===== src/inc/acbsc_cfg.svh =====
`ifndef ACBSC_CFG_SVH
`define ACBSC_CFG_SVH
// Command byte target bits
`define ACBSC_SEL_CONV_BIT 7
`define ACBSC_SEL_SETUP_BIT 6
`define ACBSC_SEL_AVG_BIT 5
`define ACBSC_SEL_RST_BIT 4
// Channel select and scan mode fields
`define ACBSC_CHAN_MSB 6
`define ACBSC_CHAN_LSB 3
`define ACBSC_SCAN_MSB 2
`define ACBSC_SCAN_LSB 1
// Setup fields
`define ACBSC_TMODE_MSB 5
`define ACBSC_TMODE_LSB 4
`define ACBSC_VREF_MSB 3
`define ACBSC_VREF_LSB 2
// Averaging fields
`define ACBSC_AVGEN_BIT 4
`define ACBSC_NAVG_MSB 3
`define ACBSC_NAVG_LSB 2
`define ACBSC_NREP_MSB 1
`define ACBSC_NREP_LSB 0
// Reset control bit
`define ACBSC_RSTCTL_BIT 3
// Power-up values
`define ACBSC_CONV_RST 8'h00
`define ACBSC_SETUP_RST 8'h20
`define ACBSC_AVG_RST 8'h00
// Serial clock limit for external timing mode, in kHz
`define ACBSC_EXT_SCLK_MAX_KHZ 4800
`endif


===== src/inc/acbsc_pkg.sv =====
package acbsc_pkg;
  typedef enum logic [1:0] {
    ACBSC_ST_IDLE = 2'b00,
    ACBSC_ST_RUN  = 2'b01,
    ACBSC_ST_WAIT = 2'b10
  } acbsc_seq_t;

  // Serial and conversion start pin group after synchronising
  typedef struct packed {
    logic [2:0] cs_n;
    logic [2:0] sclk;
    logic [2:0] din;
    logic [2:0] cnv_n;
  } acbsc_sync_t;

  typedef struct packed {
    logic       conv_req;
    logic [3:0] chan;
    logic       chan_skip;
    logic [5:0] sample_cnt;
    logic       result_valid;
    logic [3:0] result_chan;
    logic       fifo_clear;
    logic       scan_done;
    logic       scan_busy;
    logic       vref_on;
  } acbsc_out_t;

  typedef struct packed {
    acbsc_sync_t sy;
    logic [7:0]  shift;
    logic [2:0]  bitcnt;
    logic [7:0]  conv_reg;
    logic [7:0]  setup_reg;
    logic [7:0]  avg_reg;
    acbsc_seq_t  seq;
    logic [3:0]  cur_chan;
    logic [3:0]  last_chan;
    logic [4:0]  res_left;
    logic [5:0]  samp_left;
    acbsc_out_t  o;
  } acbsc_state_t;
endpackage


===== src/rtl/acbsc_core.sv =====
`timescale 1ns/1ps
`include "acbsc_cfg.svh"
module acbsc_core #(
  parameter int unsigned CHANNELS = 16
) (
  input  wire logic       clock,
  input  wire logic       rst_n,
  input  wire logic       cs_n_pin,
  input  wire logic       sclk_pin,
  input  wire logic       din_pin,
  input  wire logic       conv_start_n,
  input  wire logic       conv_ack,
  output logic            conv_req,
  output logic [3:0]      conv_chan,
  output logic            conv_skip,
  output logic [5:0]      conv_samples,
  output logic            result_valid,
  output logic [3:0]      result_chan,
  output logic            fifo_clear,
  output logic            scan_done,
  output logic            scan_busy,
  output logic            vref_on,
  output logic [1:0]      timing_mode,
  output logic [1:0]      vref_mode,
  output logic            shared_pin_is_start
);

  localparam logic [3:0] TOP_CHAN = 4'(CHANNELS - 1);

  acbsc_pkg::acbsc_state_t s_q;
  acbsc_pkg::acbsc_state_t s_d;

  // Conversions per result from averaging settings
  function automatic logic [5:0] samples_per_result(input logic [7:0] avg, input logic [1:0] tmode);
    logic [5:0] n;
    n = 6'h01;
    if (tmode == 2'b11) begin
      n = 6'h01;
    end else if (!avg[`ACBSC_AVGEN_BIT]) begin
      n = 6'h01;
    end else begin
      case (avg[`ACBSC_NAVG_MSB:`ACBSC_NAVG_LSB])
        2'b00:   n = 6'h04;
        2'b01:   n = 6'h08;
        2'b10:   n = 6'h10;
        default: n = 6'h20;
      endcase
    end
    return n;
  endfunction

  // True when the channel is the one taken by the start pin
  function automatic logic chan_is_start(input logic [3:0] ch, input logic [1:0] tmode);
    return (tmode[1] == 1'b0) && (ch == TOP_CHAN) && (CHANNELS > 4);
  endfunction

  logic       sclk_rise;
  logic       cs_fall;
  logic       cs_low;
  logic       cnv_fall;
  logic       din_bit;
  logic [7:0] byte_in;
  logic       byte_done;
  logic       start_scan;
  logic [1:0] scan_kind;
  logic [3:0] n_chan;
  logic [4:0] n_results;
  logic [3:0] first_chan;
  logic [3:0] stop_chan;
  // Full reset seen this cycle, applied after the sequencer so nothing overrides it
  logic       full_rst;

  always_comb begin
    s_d = s_q;
    // Only stages 1 and 2 are compared; stage 0 feeds stage 1 alone
    s_d.sy.cs_n  = {s_q.sy.cs_n[1:0], cs_n_pin};
    s_d.sy.sclk  = {s_q.sy.sclk[1:0], sclk_pin};
    s_d.sy.din   = {s_q.sy.din[1:0], din_pin};
    s_d.sy.cnv_n = {s_q.sy.cnv_n[1:0], conv_start_n};
    cs_low    = (s_q.sy.cs_n[2] == 1'b0) && (s_q.sy.cs_n[1] == 1'b0);
    cs_fall   = (s_q.sy.cs_n[2] == 1'b1) && (s_q.sy.cs_n[1] == 1'b0);
    sclk_rise = (s_q.sy.sclk[2] == 1'b0) && (s_q.sy.sclk[1] == 1'b1);
    cnv_fall  = (s_q.sy.cnv_n[2] == 1'b1) && (s_q.sy.cnv_n[1] == 1'b0);
    din_bit   = s_q.sy.din[1];
    byte_in   = {s_q.shift[6:0], din_bit};
    byte_done = 1'b0;
    start_scan = 1'b0;
    full_rst  = 1'b0;
    s_d.o.result_valid = 1'b0;
    s_d.o.fifo_clear   = 1'b0;
    s_d.o.scan_done    = 1'b0;

    if (cs_fall) begin
      s_d.bitcnt = 3'h0;
    end else if (cs_low && sclk_rise) begin
      s_d.shift  = byte_in;
      s_d.bitcnt = s_q.bitcnt + 3'h1;
      byte_done  = (s_q.bitcnt == 3'h7);
    end

    if (byte_done) begin
      if (byte_in[`ACBSC_SEL_CONV_BIT]) begin
        s_d.conv_reg = byte_in;
        start_scan = s_q.setup_reg[`ACBSC_TMODE_MSB];
      end else if (byte_in[`ACBSC_SEL_SETUP_BIT]) begin
        s_d.setup_reg = {byte_in[7:2], 2'b00};
      end else if (byte_in[`ACBSC_SEL_AVG_BIT]) begin
        s_d.avg_reg = byte_in;
      end else if (byte_in[`ACBSC_SEL_RST_BIT]) begin
        s_d.o.fifo_clear = 1'b1;
        if (!byte_in[`ACBSC_RSTCTL_BIT]) begin
          s_d.conv_reg  = `ACBSC_CONV_RST;
          s_d.setup_reg = `ACBSC_SETUP_RST;
          s_d.avg_reg   = `ACBSC_AVG_RST;
          // Sequencer abort is applied after the state case below
          full_rst      = 1'b1;
        end
      end
    end

    if (!s_q.setup_reg[`ACBSC_TMODE_MSB] && cnv_fall) begin
      start_scan = 1'b1;
    end
    // A start in the same cycle as a full reset is dropped
    if (full_rst) begin
      start_scan = 1'b0;
    end

    // Newly written byte counts if the start is from the serial side
    scan_kind = s_d.conv_reg[`ACBSC_SCAN_MSB:`ACBSC_SCAN_LSB];
    n_chan    = s_d.conv_reg[`ACBSC_CHAN_MSB:`ACBSC_CHAN_LSB];
    n_results = {1'b0, s_d.avg_reg[`ACBSC_NREP_MSB:`ACBSC_NREP_LSB], 2'b00} + 5'h04;
    first_chan = n_chan;
    stop_chan  = n_chan;
    case (scan_kind)
      2'b00: begin
        first_chan = 4'h0;
        stop_chan  = n_chan;
        n_results  = 5'(n_chan) + 5'h01;
      end
      2'b01: begin
        first_chan = n_chan;
        stop_chan  = TOP_CHAN;
        n_results  = 5'(TOP_CHAN) - 5'(n_chan) + 5'h01;
      end
      2'b10: begin
        first_chan = n_chan;
        stop_chan  = n_chan;
      end
      default: begin
        n_results = 5'h01;
      end
    endcase
    // Scan and repeat forced off in external clock mode
    if (s_d.setup_reg[`ACBSC_TMODE_MSB:`ACBSC_TMODE_LSB] == 2'b11) begin
      first_chan = n_chan;
      stop_chan  = n_chan;
      n_results  = 5'h01;
    end

    case (s_q.seq)
      acbsc_pkg::ACBSC_ST_IDLE: begin
        if (start_scan && s_d.seq == acbsc_pkg::ACBSC_ST_IDLE) begin
          s_d.cur_chan  = first_chan;
          s_d.last_chan = stop_chan;
          s_d.res_left  = n_results;
          s_d.samp_left = samples_per_result(s_d.avg_reg, s_d.setup_reg[`ACBSC_TMODE_MSB:`ACBSC_TMODE_LSB]);
          s_d.seq       = acbsc_pkg::ACBSC_ST_RUN;
          s_d.o.scan_busy = 1'b1;
        end
      end
      acbsc_pkg::ACBSC_ST_RUN: begin
        s_d.o.conv_req   = 1'b1;
        s_d.o.chan       = s_q.cur_chan;
        s_d.o.sample_cnt = s_q.samp_left;
        s_d.o.chan_skip  = chan_is_start(s_q.cur_chan, s_q.setup_reg[`ACBSC_TMODE_MSB:`ACBSC_TMODE_LSB]);
        s_d.seq          = acbsc_pkg::ACBSC_ST_WAIT;
      end
      acbsc_pkg::ACBSC_ST_WAIT: begin
        // A skipped channel finishes without waiting on the converter
        if (conv_ack || s_q.o.chan_skip) begin
          s_d.o.conv_req     = 1'b0;
          s_d.o.result_valid = !s_q.o.chan_skip;
          s_d.o.result_chan  = s_q.cur_chan;
          if (s_q.res_left <= 5'h01) begin
            s_d.seq = acbsc_pkg::ACBSC_ST_IDLE;
            s_d.o.scan_busy = 1'b0;
            s_d.o.scan_done = 1'b1;
          end else begin
            s_d.res_left = s_q.res_left - 5'h01;
            if (s_q.cur_chan != s_q.last_chan) begin
              s_d.cur_chan = s_q.cur_chan + 4'h1;
            end
            s_d.seq = acbsc_pkg::ACBSC_ST_RUN;
          end
        end
      end
      default: begin
        s_d.seq = acbsc_pkg::ACBSC_ST_IDLE;
      end
    endcase

    // full reset aborts scan
    // Placed last so a request raised by the case above cannot survive it;
    // the converter sees its request drop without an acknowledge
    if (full_rst) begin
      s_d.seq         = acbsc_pkg::ACBSC_ST_IDLE;
      s_d.o.conv_req  = 1'b0;
      s_d.o.scan_busy = 1'b0;
    end

    // reference enable
    // Switched reference follows busy, so it wakes with the scan start
    s_d.o.vref_on = (s_d.setup_reg[`ACBSC_VREF_MSB:`ACBSC_VREF_LSB] == 2'b10) ||
                    ((s_d.setup_reg[`ACBSC_VREF_MSB:`ACBSC_VREF_LSB] == 2'b00) && s_d.o.scan_busy);
  end

  // Single state register, constants only under reset
  always_ff @(posedge clock or negedge rst_n) begin
    if (!rst_n) begin
      s_q           <= '0;
      s_q.sy        <= '1;
      s_q.setup_reg <= `ACBSC_SETUP_RST;
    end else begin
      s_q <= s_d;
    end
  end

  always_ff @(posedge clock or negedge rst_n) begin
    if (!rst_n) begin
      timing_mode         <= 2'b10;
      vref_mode           <= 2'b00;
      shared_pin_is_start <= 1'b0;
    end else begin
      timing_mode         <= s_d.setup_reg[`ACBSC_TMODE_MSB:`ACBSC_TMODE_LSB];
      vref_mode           <= s_d.setup_reg[`ACBSC_VREF_MSB:`ACBSC_VREF_LSB];
      shared_pin_is_start <= !s_d.setup_reg[`ACBSC_TMODE_MSB];
    end
  end

  // Outputs straight from the state flops
  assign conv_req     = s_q.o.conv_req;
  assign conv_chan    = s_q.o.chan;
  assign conv_skip    = s_q.o.chan_skip;
  assign conv_samples = s_q.o.sample_cnt;
  assign result_valid = s_q.o.result_valid;
  assign result_chan  = s_q.o.result_chan;
  assign fifo_clear   = s_q.o.fifo_clear;
  assign scan_done    = s_q.o.scan_done;
  assign scan_busy    = s_q.o.scan_busy;
  assign vref_on      = s_q.o.vref_on;

endmodule // acbsc_core


===== config.mk =====
export PLATFORM = sky130hd
export DESIGN_NAME = acbsc_core
export DESIGN_NICKNAME = d
export VERILOG_FILES = /design/src/inc/acbsc_pkg.sv /design/src/rtl/acbsc_core.sv
export VERILOG_INCLUDE_DIRS = /design/src /design/src/inc
export SDC_FILE = /design/constraint.sdc
export NUM_CORES = 1
export LEC_CHECK = 0
export ABC_AREA = 1
export BUFFER_PORTS_ARGS = -buffer_cell sky130_fd_sc_hd__buf_4
export CORE_MARGIN = 10
export CORE_UTILIZATION = 40
export CTS_CLUSTER_SIZE = 12
export DETAILED_ROUTE_END_ITERATION = 16
export GPL_ROUTABILITY_DRIVEN = 0
export PLACE_DENSITY = 0.56
export SLEW_MARGIN = 20
export SYNTH_ARGS = -nofsm -noshare
export SYNTH_HDL_FRONTEND = slang
export SYNTH_SLANG_ARGS = --single-unit
export TNS_END_PERCENT = 100

===== constraint.sdc =====
create_clock -name clock -period 5 [get_ports clock]
set_input_delay 0.5 -clock clock [delete_from_list [all_inputs] [get_ports clock]]
set_output_delay 0.5 -clock clock [all_outputs]
set_load 0.05 [all_outputs]

==> flow_metrics.py, run 1 <==
metrics = {
    "run_status": {
        "status": "completed",
    },
    "setup_path": {
        "reg2reg_slack_ns": 2.54,
        "timing.rr.start": "s_d[85]",
        "cp_common_cell": "nand3_1",
        "cpPeakStageDelay_ns": 0.53,
        "cp_top_family": "simple AND/OR/NAND/NOR gates",
        "crit_path_end_kind": "register",
        "worstRegToRegCells": 13,
        "cp_max_fo": 17,
        "path_cells": "inv_1, nor2_2, nand2_2, nor2_8, nand2_4, nand3_1, nand2_1, ha_1, or2_2, nand3_1, nand3_1, nand2_1, a21oi_2",
        "critPathSlowestCell": "dfstp_2",
        "worstSetupStartpointType": "register",
        "crit_arrival_ns": 2.71,
        "path_buf_inv": 1,
        "cp.required_ns": 5.25,
        "r2r_end": "s_q[29]",
        "path_class": "register to register",
    },
    "logic_synthesis": {
        "synth_edf_count": 0,
        "ys_seq_area_share_pct": 52.0,
        "yosys_register_bits": 77,
        "ys_types": 44,
        "syn_inst": 406,
        "yosys-top-cells-area": "dfrtp_1 (44%), dfstp_2 (8.4%), nand2_1 (7.2%)",
        "synth_top_cell_by_area": "dfrtp_1",
        "avgSynthCellArea_um2": 9.20,
        "synth_area_um2": 3730,
        "yosys_warnings": 0,
        "synth-async-reset-ratio_pct": 100,
        "yosys-top-cells-count": "nand2_1 (72), dfrtp_1 (65), inv_1 (53), o21ai_0 (29), nor2_1 (27)",
        "synth.net_count": 420,
        "synth_top_area_share_pct": 43.6,
        "yosys_most_used_dff": "dfrtp_1",
        "yosysMostFrequentCell": "nand2_1",
    },
    "final_layout": {
        "drive_above_1_share_pct": 25.3,
        "antenna_cells": 0,
        "fin_nets": 440,
        "syn_to_final_growth_pct": 10.9,
        "fill_cells": 889,
    },
    "timing": {
        "finalSetupViolations": 0,
        "worst_pin_slew_ns": 0.965,
        "fin_ws_ns": 2.54,
        "drv_slew": 0,
        "fin_crit_ns": 2.46,
        "max_freq_mhz": 407,
        "rsz0062_at_grt": "false",
        "hold_viol": 0,
        "setup_tns_ns": 0,
        "finClkSkew_ns": 0.0105,
        "period_share_pct": 49.2,
        "max-slew-margin-rel_pct": 35.7,
    },
    "placed_design": {
        "place.port_buffers": 31,
        "pre_cts_slack_ns": 2.57,
        "dp_hpwl_um": 5470,
    },
    "drt": {
        "drtPass1Iterations": 4,
        "vias": 2662,
        "dr.first_iter.drc_count": 121,
        "avgViaCountPerCell": 4.91,
        "avgRoutedWirePerCell_um": 14.1,
        "remaining_drc_errors": 0,
        "ant_nets": 0,
        "routed_wl_um": 7630,
    },
    "clocking": {
        "post_cts_resized": 0,
        "clock-sinks": 77,
        "cts.clk_slew.worst_paths_ns": 0.08,
        "cts_root_buffer": "clkbuf_8",
        "cts_tree": "done",
        "cts_hold_buf": 0,
        "cts_buffer_depth": 2,
        "htreeDepth": 3,
        "post-cts-setup-buffers": 0,
        "clk_latency_ns": 0.36,
        "cts_made_buffers": 9,
    },
    "floorplan": {
        "start_util_pct": 40.8,
        "top_level_ports": 33,
        "core_um2": 9150,
        "die_y_um": 117,
        "die_w_um": 117,
        "rows": 35,
        "die_area_um2": 13600,
    },
    "worst_hold_path": {
        "worstHoldEndpoint": "s_d[87]",
        "hold_path.class": "primary input to register",
        "hold_start": "cs_n_pin",
        "min_path_cells": 1,
    },
    "power": {
        "switchingPower_mw": 0.726,
        "switching_share_pct": 39.3,
        "ir_worst_vdd_uv": 139,
        "p_per_area_nw_per_um2": 447,
        "p_clk_share_pct": 26.1,
        "internal_power_mw": 1.12,
        "pwr-share-comb_pct": 31.7,
        "p_seq_share_pct": 42.2,
        "p_leak_nw": 2.01,
    },
    "global_route": {
        "grt_overflow": 0,
        "first_global_vias": 2563,
        "grt_pass1_wl_um": 12900,
        "grt_antenna_before_repair": 0,
        "grt_max_degree": 78,
        "grt_usage_pct": 12.0,
    },
    "flow_run": {
        "drv_cap": 0,
    },
}
[metrics by stage]
step / hold slack [ns] / cells / utilization (%) / total power [mW] / cell area [um2]
4_1_cts: 0.229 / 542 / 45.2 / 1.87 / 4140
6_report: 0.244 / 542 / 45.2 / 1.85 / 4140
2_1_floorplan: 0.204 / 406 / - / 1.25 / 3730
3_3_place_gp: 0.345 / 526 / 43.1 / 1.38 / 3940
3_5_place_dp: 0.347 / 526 / 43.1 / 1.38 / 3940
5_1_grt: 0.227 / 542 / 45.2 / 1.97 / 4140
[sequential cells by signal, summed over array words and instances, names as in the netlist, 4 cells and up]
signal        cells
s_q              39
conv_chan         4
s_d               7
result_chan       4
byte_in           8
conv_samples      5
[how the worst max path moves through the flow]
stage,startpoint,end,slack [ns],cells after the start
global route,s_d[85],s_q[30],2.26,13
detailed placement,s_d[85],s_q[29],2.57,13
finish,s_d[85],s_q[29],2.54,13
global placement,s_d[85],s_q[29],2.64,13
CTS,s_d[85],s_q[30],2.55,13
floorplan,s_d[85],s_q[29],2.87,13
[cell usage in the layout, fill, tap and decap left out, types with 2 or more instances in the layout]
master,n
nand3_1,23
o21ai_0,29
buf_4,31
nor2_1,27
clkinv_4,2
nor2_4,3
o22ai_1,7
nand3_2,2
nand2_2,7
or2_2,2
nand4_1,2
nor2_2,9
inv_4,2
inv_6,2
dfrtp_1,65
nand2_1,72
inv_1,53
a21oi_2,5
nor2_8,2
ha_1,7
inv_2,4
o21ai_2,5
o21ai_1,9
o211ai_1,3
a22o_1,2
clkbuf_8,9
dfstp_2,12
nand2_4,5
a21oi_1,11
o22ai_2,2
[per-layer routing]
layer | share of wire (%) | vias to the layer above | track usage, %
li1 | - | 1330 | -
met1 | 48 | 1268 | 16.3
met2 | 44 | 50 | 17.5
met3 | 5.4 | 14 | 2.77
met4 | 2.0 | 0 | 5.93
met5 | 0 | - | 0
[kinds of logic (layout without fill, tap and decap cells)]
kind of cell	after synthesis	after routing	synth area share [%]
and+or+nand+nor	162	162	22.3
buffers and inverters	82	107	10.5
DFF	77	77	52.0
AOI/OAI and AO/OA	76	76	12.5
adders and majority gates	7	7	2.35
other	1	1	0.100
xor gates and xnor gates	1	1	0.235
[power by group through the flow]
stage / clock network, mW / logic (mW) / registers (mW)
final: 0.482 / 0.586 / 0.781
after global routing: 0.523 / 0.650 / 0.795
after CTS: 0.496 / 0.594 / 0.782
after detailed placement: 0 / 0.591 / 0.794
after global placement: 0 / 0.586 / 0.793
after floorplan: 0 / 0.424 / 0.828
[worst register-to-register path, cell delays in order (launching register included)]
cell and delay (ns):
dfstp_2 0.53, inv_1 0.04, nor2_2 0.12, nand2_2 0.22
nor2_8 0.23, nand2_4 0.11, nand3_1 0.08, nand2_1 0.17
ha_1 0.26, or2_2 0.29, nand3_1 0.08, nand3_1 0.09
nand2_1 0.08, a21oi_2 0.05
[cell type report]
type	count	area (um2)	share of cell area, %
sequential	77	1940	46.9
inverter	60	230	5.56
timing repair buffer	31	233	5.62
clock buffer	10	128	3.08
tap	111	139	3.35
clock inverter	6	70.1	1.69
multi-input combinational	247	1400	33.8
No activity file was read; power rests on OpenSTA's default activity.
==> inputs of run 2 (changes only) <==
clock period = 2.6 ns   (was 5 ns; I/O delays follow)
==> flow_metrics.py, run 2 (synthesis results as in run 1) <==
metrics = {
    "clocking": {
        "cts_made_buffers": 9,
        "cts_hold_buf": 4,
        "post-cts-setup-buffers": 0,
        "post_cts_resized": 0,
        "cts_root_buffer": "clkbuf_8",
        "cts_buffer_depth": 2,
        "htreeDepth": 3,
        "clk_latency_ns": 0.34,
        "cts.clk_slew.worst_paths_ns": 0.08,
        "cts_tree": "done",
        "clock-sinks": 77,
    },
    "final_layout": {
        "utilization_pct": 46.0,
        "antenna_cells": 0,
        "largest_reg_flops": 39,
        "drive_above_1_share_pct": 25.4,
        "layout_common_cells": "nand2_1 (72), dfrtp_1 (65), inv_1 (53), buf_4 (33), o21ai_0 (29)",
        "fin_nets": 446,
        "fill_cells": 893,
        "largest_register": "s_q",
        "final_common_cell": "nand2_1",
        "syn_to_final_growth_pct": 12.8,
    },
    "power": {
        "p_seq_share_pct": 41.5,
        "pwr-share-comb_pct": 31.3,
        "switching_share_pct": 37.7,
        "internal_power_mw": 2.26,
        "p_per_area_nw_per_um2": 862,
        "p_leak_nw": 2.05,
        "p_clk_share_pct": 27.2,
        "finalPower_mw": 3.63,
        "ir_worst_vdd_uv": 375,
        "switchingPower_mw": 1.37,
    },
    "setup_path": {
        "path_buf_inv": 1,
        "worstSetupStartpointType": "register",
        "cpPeakStageDelay_ns": 0.37,
        "crit_path_end_kind": "register",
        "timing.rr.start": "s_q[66]",
        "critPathSlowestCell": "dfrtp_1",
        "path_cells": "ha_1, ha_1, inv_1, nor2_8, nand2_4, nor2_4, nand2_1, o21ai_0, ha_1, nand2_1, nand3_1, nand2_1, a21oi_2",
        "cp_max_fo": 8,
        "cp.required_ns": 2.83,
        "path_class": "register to register",
        "critPathLaunch": "s_q[66]",
        "cp_top_family": "simple AND/OR/NAND/NOR gates",
        "crit_arrival_ns": 2.60,
    },
    "floorplan": {
        "start_util_pct": 40.8,
        "rows": 35,
        "die_area_um2": 13600,
        "die_y_um": 117,
        "top_level_ports": 33,
        "die_w_um": 117,
        "core_um2": 9150,
    },
    "timing": {
        "rsz0062_at_grt": "false",
        "hold_viol": 0,
        "drv_slew": 0,
        "worst_pin_slew_ns": 0.978,
        "finalSetupViolations": 0,
        "setup_tns_ns": 0,
        "period_share_pct": 91.1,
        "max_freq_mhz": 422,
        "hold-worst-slack_ns": 0.0648,
        "fin_crit_ns": 2.37,
        "finClkSkew_ns": 0.0125,
        "max-slew-margin-rel_pct": 34.8,
        "fin_ws_ns": 0.232,
    },
    "drt": {
        "drtPass1Iterations": 5,
        "avgRoutedWirePerCell_um": 14.2,
        "avgViaCountPerCell": 4.88,
        "routed_wl_um": 7780,
        "dr.first_iter.drc_count": 143,
        "ant_nets": 0,
        "remaining_drc_errors": 0,
        "vias": 2672,
    },
    "global_route": {
        "grt_usage_pct": 12.5,
        "first_global_vias": 2769,
        "grt_max_degree": 78,
        "grt_overflow": 0,
        "grt_antenna_before_repair": 0,
        "grt_pass1_wl_um": 13500,
    },
    "run_status": {
        "status": "completed",
    },
    "worst_hold_path": {
        "hold_path.class": "primary input to async pin",
    },
    "placed_design": {
        "place.port_buffers": 31,
        "pre_cts_slack_ns": 0.223,
        "dp_hpwl_um": 5630,
    },
    "flow_run": {
        "drv_cap": 0,
    },
}
run 2: cell types whose count changed in the layout (fill, tap and decap cells not counted):
| cell | previous run | this run |
|---|---|---|
| dlygate4sd3_1 | 0 | 4 |
| buf_4 | 31 | 33 |
| clkinv_4 | 2 | 0 |
| bufinv_16 | 1 | 2 |
| clkinv_2 | 1 | 2 |
| clkinvlp_4 | 0 | 1 |
| inv_6 | 2 | 1 |
run 2: power groups by stage:
stage	clock network, mW	registers [mW]	logic (mW)
after global routing	1.08	1.54	1.28
after global placement	0	1.53	1.14
after detailed placement	0	1.53	1.15
after CTS	1.02	1.51	1.16
final	0.987	1.51	1.14
after floorplan	0	1.59	0.816
run 2: path summary, 6_finish.rpt:
| path | slack, ns | endpoint | depth (start not counted) |
|---|---|---|---|
| max in group asynchronous | 1.90 | conv_req | 1 |
| max reg2reg | 0.23 | s_q[30] | 13 |
| max | 0.23 | s_q[30] | 13 |
| min in group clock | 0.16 | result_valid | 3 |
| min reg2reg | 0.36 | s_d[79] | 0 |
| min | 0.06 | shared_pin_is_start | 1 |
run 2: layout make-up:
type | count | area (um2) | area share [%]
Clock inverter | 6 | 86.3 | 2.05
Tap cell | 111 | 139 | 3.30
Inverter | 60 | 230 | 5.47
Clock buffer | 10 | 128 | 3.03
Multi-Input combinational cell | 247 | 1400 | 33.2
Sequential cell | 77 | 1940 | 46.1
Timing Repair Buffer | 37 | 288 | 6.83
run 2: per-stage QoR:
stage | instance area (um2) | cells
6_report | 4210 | 548
5_1_grt | 4210 | 548
4_1_cts | 4210 | 548
3_5_place_dp | 3960 | 528
3_3_place_gp | 3960 | 528
2_1_floorplan | 3730 | 406
run 2: layer usage:
layer | vias to the layer above | global-route usage, % | routed length (um)
met1 | 1256 | 16.6 | 3800
met2 | 56 | 19.2 | 3480
met4 | 0 | 5.60 | 137
met3 | 11 | 2.47 | 365
met5 | - | 0 | 0
li1 | 1349 | - | -
==> inputs of run 3 (changes only) <==
CAP_MARGIN = 10   (was not set)
CELL_PAD_IN_SITES_DETAIL_PLACEMENT = 1   (was not set)
CELL_PAD_IN_SITES_GLOBAL_PLACEMENT = 2   (was not set)
CORE_UTILIZATION = 37   (was 40)
CTS_CLUSTER_DIAMETER = 40   (was not set)
PLACE_DENSITY = 0.78   (was 0.56)
==> flow_metrics.py, run 3 (synthesis results as in run 1) <==
metrics = {
    "run_status": {
        "status": "completed",
    },
    "clocking": {
        "cts.clk_slew.worst_paths_ns": 0.09,
        "post-cts-setup-buffers": 0,
        "cts_tree": "done",
        "cts_buffer_depth": 2,
        "cts_hold_buf": 4,
        "htreeDepth": 3,
        "clock-sinks": 77,
        "cts_made_buffers": 9,
        "clk_latency_ns": 0.37,
        "post_cts_resized": 0,
        "cts_root_buffer": "clkbuf_8",
    },
    "drt": {
        "drtPass1Iterations": 4,
        "avgRoutedWirePerCell_um": 14.9,
        "avgViaCountPerCell": 4.77,
        "vias": 2730,
        "dr.first_iter.drc_count": 151,
        "remaining_drc_errors": 0,
        "routed_wl_um": 8500,
        "ant_nets": 0,
    },
    "floorplan": {
        "core_um2": 9820,
        "die_y_um": 120,
        "rows": 36,
        "die_area_um2": 14500,
        "die_w_um": 120,
        "start_util_pct": 38.0,
        "top_level_ports": 33,
    },
    "setup_path": {
        "cpPeakStageDelay_ns": 0.38,
        "timing.rr.start": "s_q[66]",
        "critPathLaunch": "s_q[66]",
        "cp_top_family": "simple AND/OR/NAND/NOR gates",
        "path_cells": "ha_1, ha_1, inv_1, nor2_8, nand2_4, nor2_4, nand2_1, o21ai_0, ha_1, nand2_1, nand3_1, nand2_1, a21oi_2",
        "path_class": "register to register",
        "r2r_end": "s_q[30]",
        "worstRegToRegCells": 13,
        "reg2reg_slack_ns": 0.31,
        "critPathSlowestCell": "dfrtp_1",
        "cp_max_fo": 8,
        "worstSetupStartpointType": "register",
        "endpoint": "s_q[30]",
        "path_buf_inv": 1,
        "crit_arrival_ns": 2.55,
        "cp.required_ns": 2.86,
        "cp.depth": 13,
        "crit_path_end_kind": "register",
    },
    "final_layout": {
        "largest_register": "s_q",
        "final_common_cell": "nand2_1",
        "utilization_pct": 43.2,
        "multi_input_area_um2": 1400,
        "fin_nets": 448,
        "seqCellArea_um2": 1940,
        "fill_cells": 1175,
        "largest_reg_flops": 39,
        "stdcell_count": 572,
        "layout_common_cells": "nand2_1 (72), dfrtp_1 (65), inv_1 (53), buf_4 (33), o21ai_0 (29)",
        "syn_to_final_growth_pct": 13.7,
        "fin_area_um2": 4250,
        "antenna_cells": 0,
        "drive_above_1_share_pct": 25.7,
    },
    "timing": {
        "fin_ws_ns": 0.307,
        "period_share_pct": 88.2,
        "worst_pin_slew_ns": 0.558,
        "max_freq_mhz": 436,
        "rsz0062_at_grt": "false",
        "hold-worst-slack_ns": 0.127,
        "setup_tns_ns": 0,
        "fin_crit_ns": 2.29,
        "max-slew-margin-rel_pct": 62.5,
        "hold_viol": 0,
        "finalSetupViolations": 0,
        "finClkSkew_ns": 0.00717,
        "drv_slew": 0,
    },
    "placed_design": {
        "post-place-cells": 550,
        "dp_hpwl_um": 6280,
        "place_area_um2": 3990,
        "pre_cts_slack_ns": 0.279,
        "place.port_buffers": 31,
    },
    "power": {
        "finalPower_mw": 3.54,
        "p_per_area_nw_per_um2": 833,
        "ir_worst_vdd_uv": 305,
        "p_leak_nw": 2.04,
    },
    "global_route": {
        "grt_max_degree": 78,
        "grt_usage_pct": 12.6,
        "grt_antenna_before_repair": 0,
        "grt_pass1_wl_um": 14700,
        "first_global_vias": 2808,
        "grt_overflow": 0,
    },
    "flow_run": {
        "drv_cap": 0,
    },
    "worst_hold_path": {
        "hold_start": "conv_ack",
        "hold_path.class": "primary input to register",
    },
}
[run 3: layout make-up]
cell class | count | share of cell area, %
Clock inverter | 6 | 1.09
Multi-Input combinational cell | 247 | 32.9
Clock buffer | 10 | 3.24
Sequential cell | 77 | 45.7
Inverter | 60 | 5.42
Tap cell | 133 | 3.92
Timing Repair Buffer | 39 | 7.66
[run 3: power breakdown]
group          internal [mW]  switching, mW
Clock                  0.377          0.487
Combinational          0.350          0.812
Sequential              1.38          0.135
Total                   2.10           1.43
[run 3: worst reg2reg max path, delay by kind of cell, from the launching register on]
family | cells | cell delay, ns
adders and majority gates | 3 | 0.60
AOI/OAI and AO/OA | 2 | 0.34
DFF | 1 | 0.38
and+or+nand+nor | 7 | 0.77
buffers and inverters | 1 | 0.10
[run 3: worst min path at each step]
stage,end,slack [ns],depth (start not counted)
2_1_floorplan,byte_in[1],-0.04,0
5_1_grt,result_valid,0.14,3
6_report,result_valid,0.13,3
4_1_cts,s_q[66],0.09,1
3_5_place_dp,byte_in[0],0.35,0
3_3_place_gp,byte_in[0],0.35,0
[run 3: routing by layer]
layer / vias to the layer above / global-route usage (%) / routed length (um)
met5: - / 0 / 0
met4: 0 / 5.43 / 138
met3: 10 / 3.30 / 299
met2: 29 / 19.1 / 3960
met1: 1340 / 16.6 / 4100
li1: 1351 / - / -
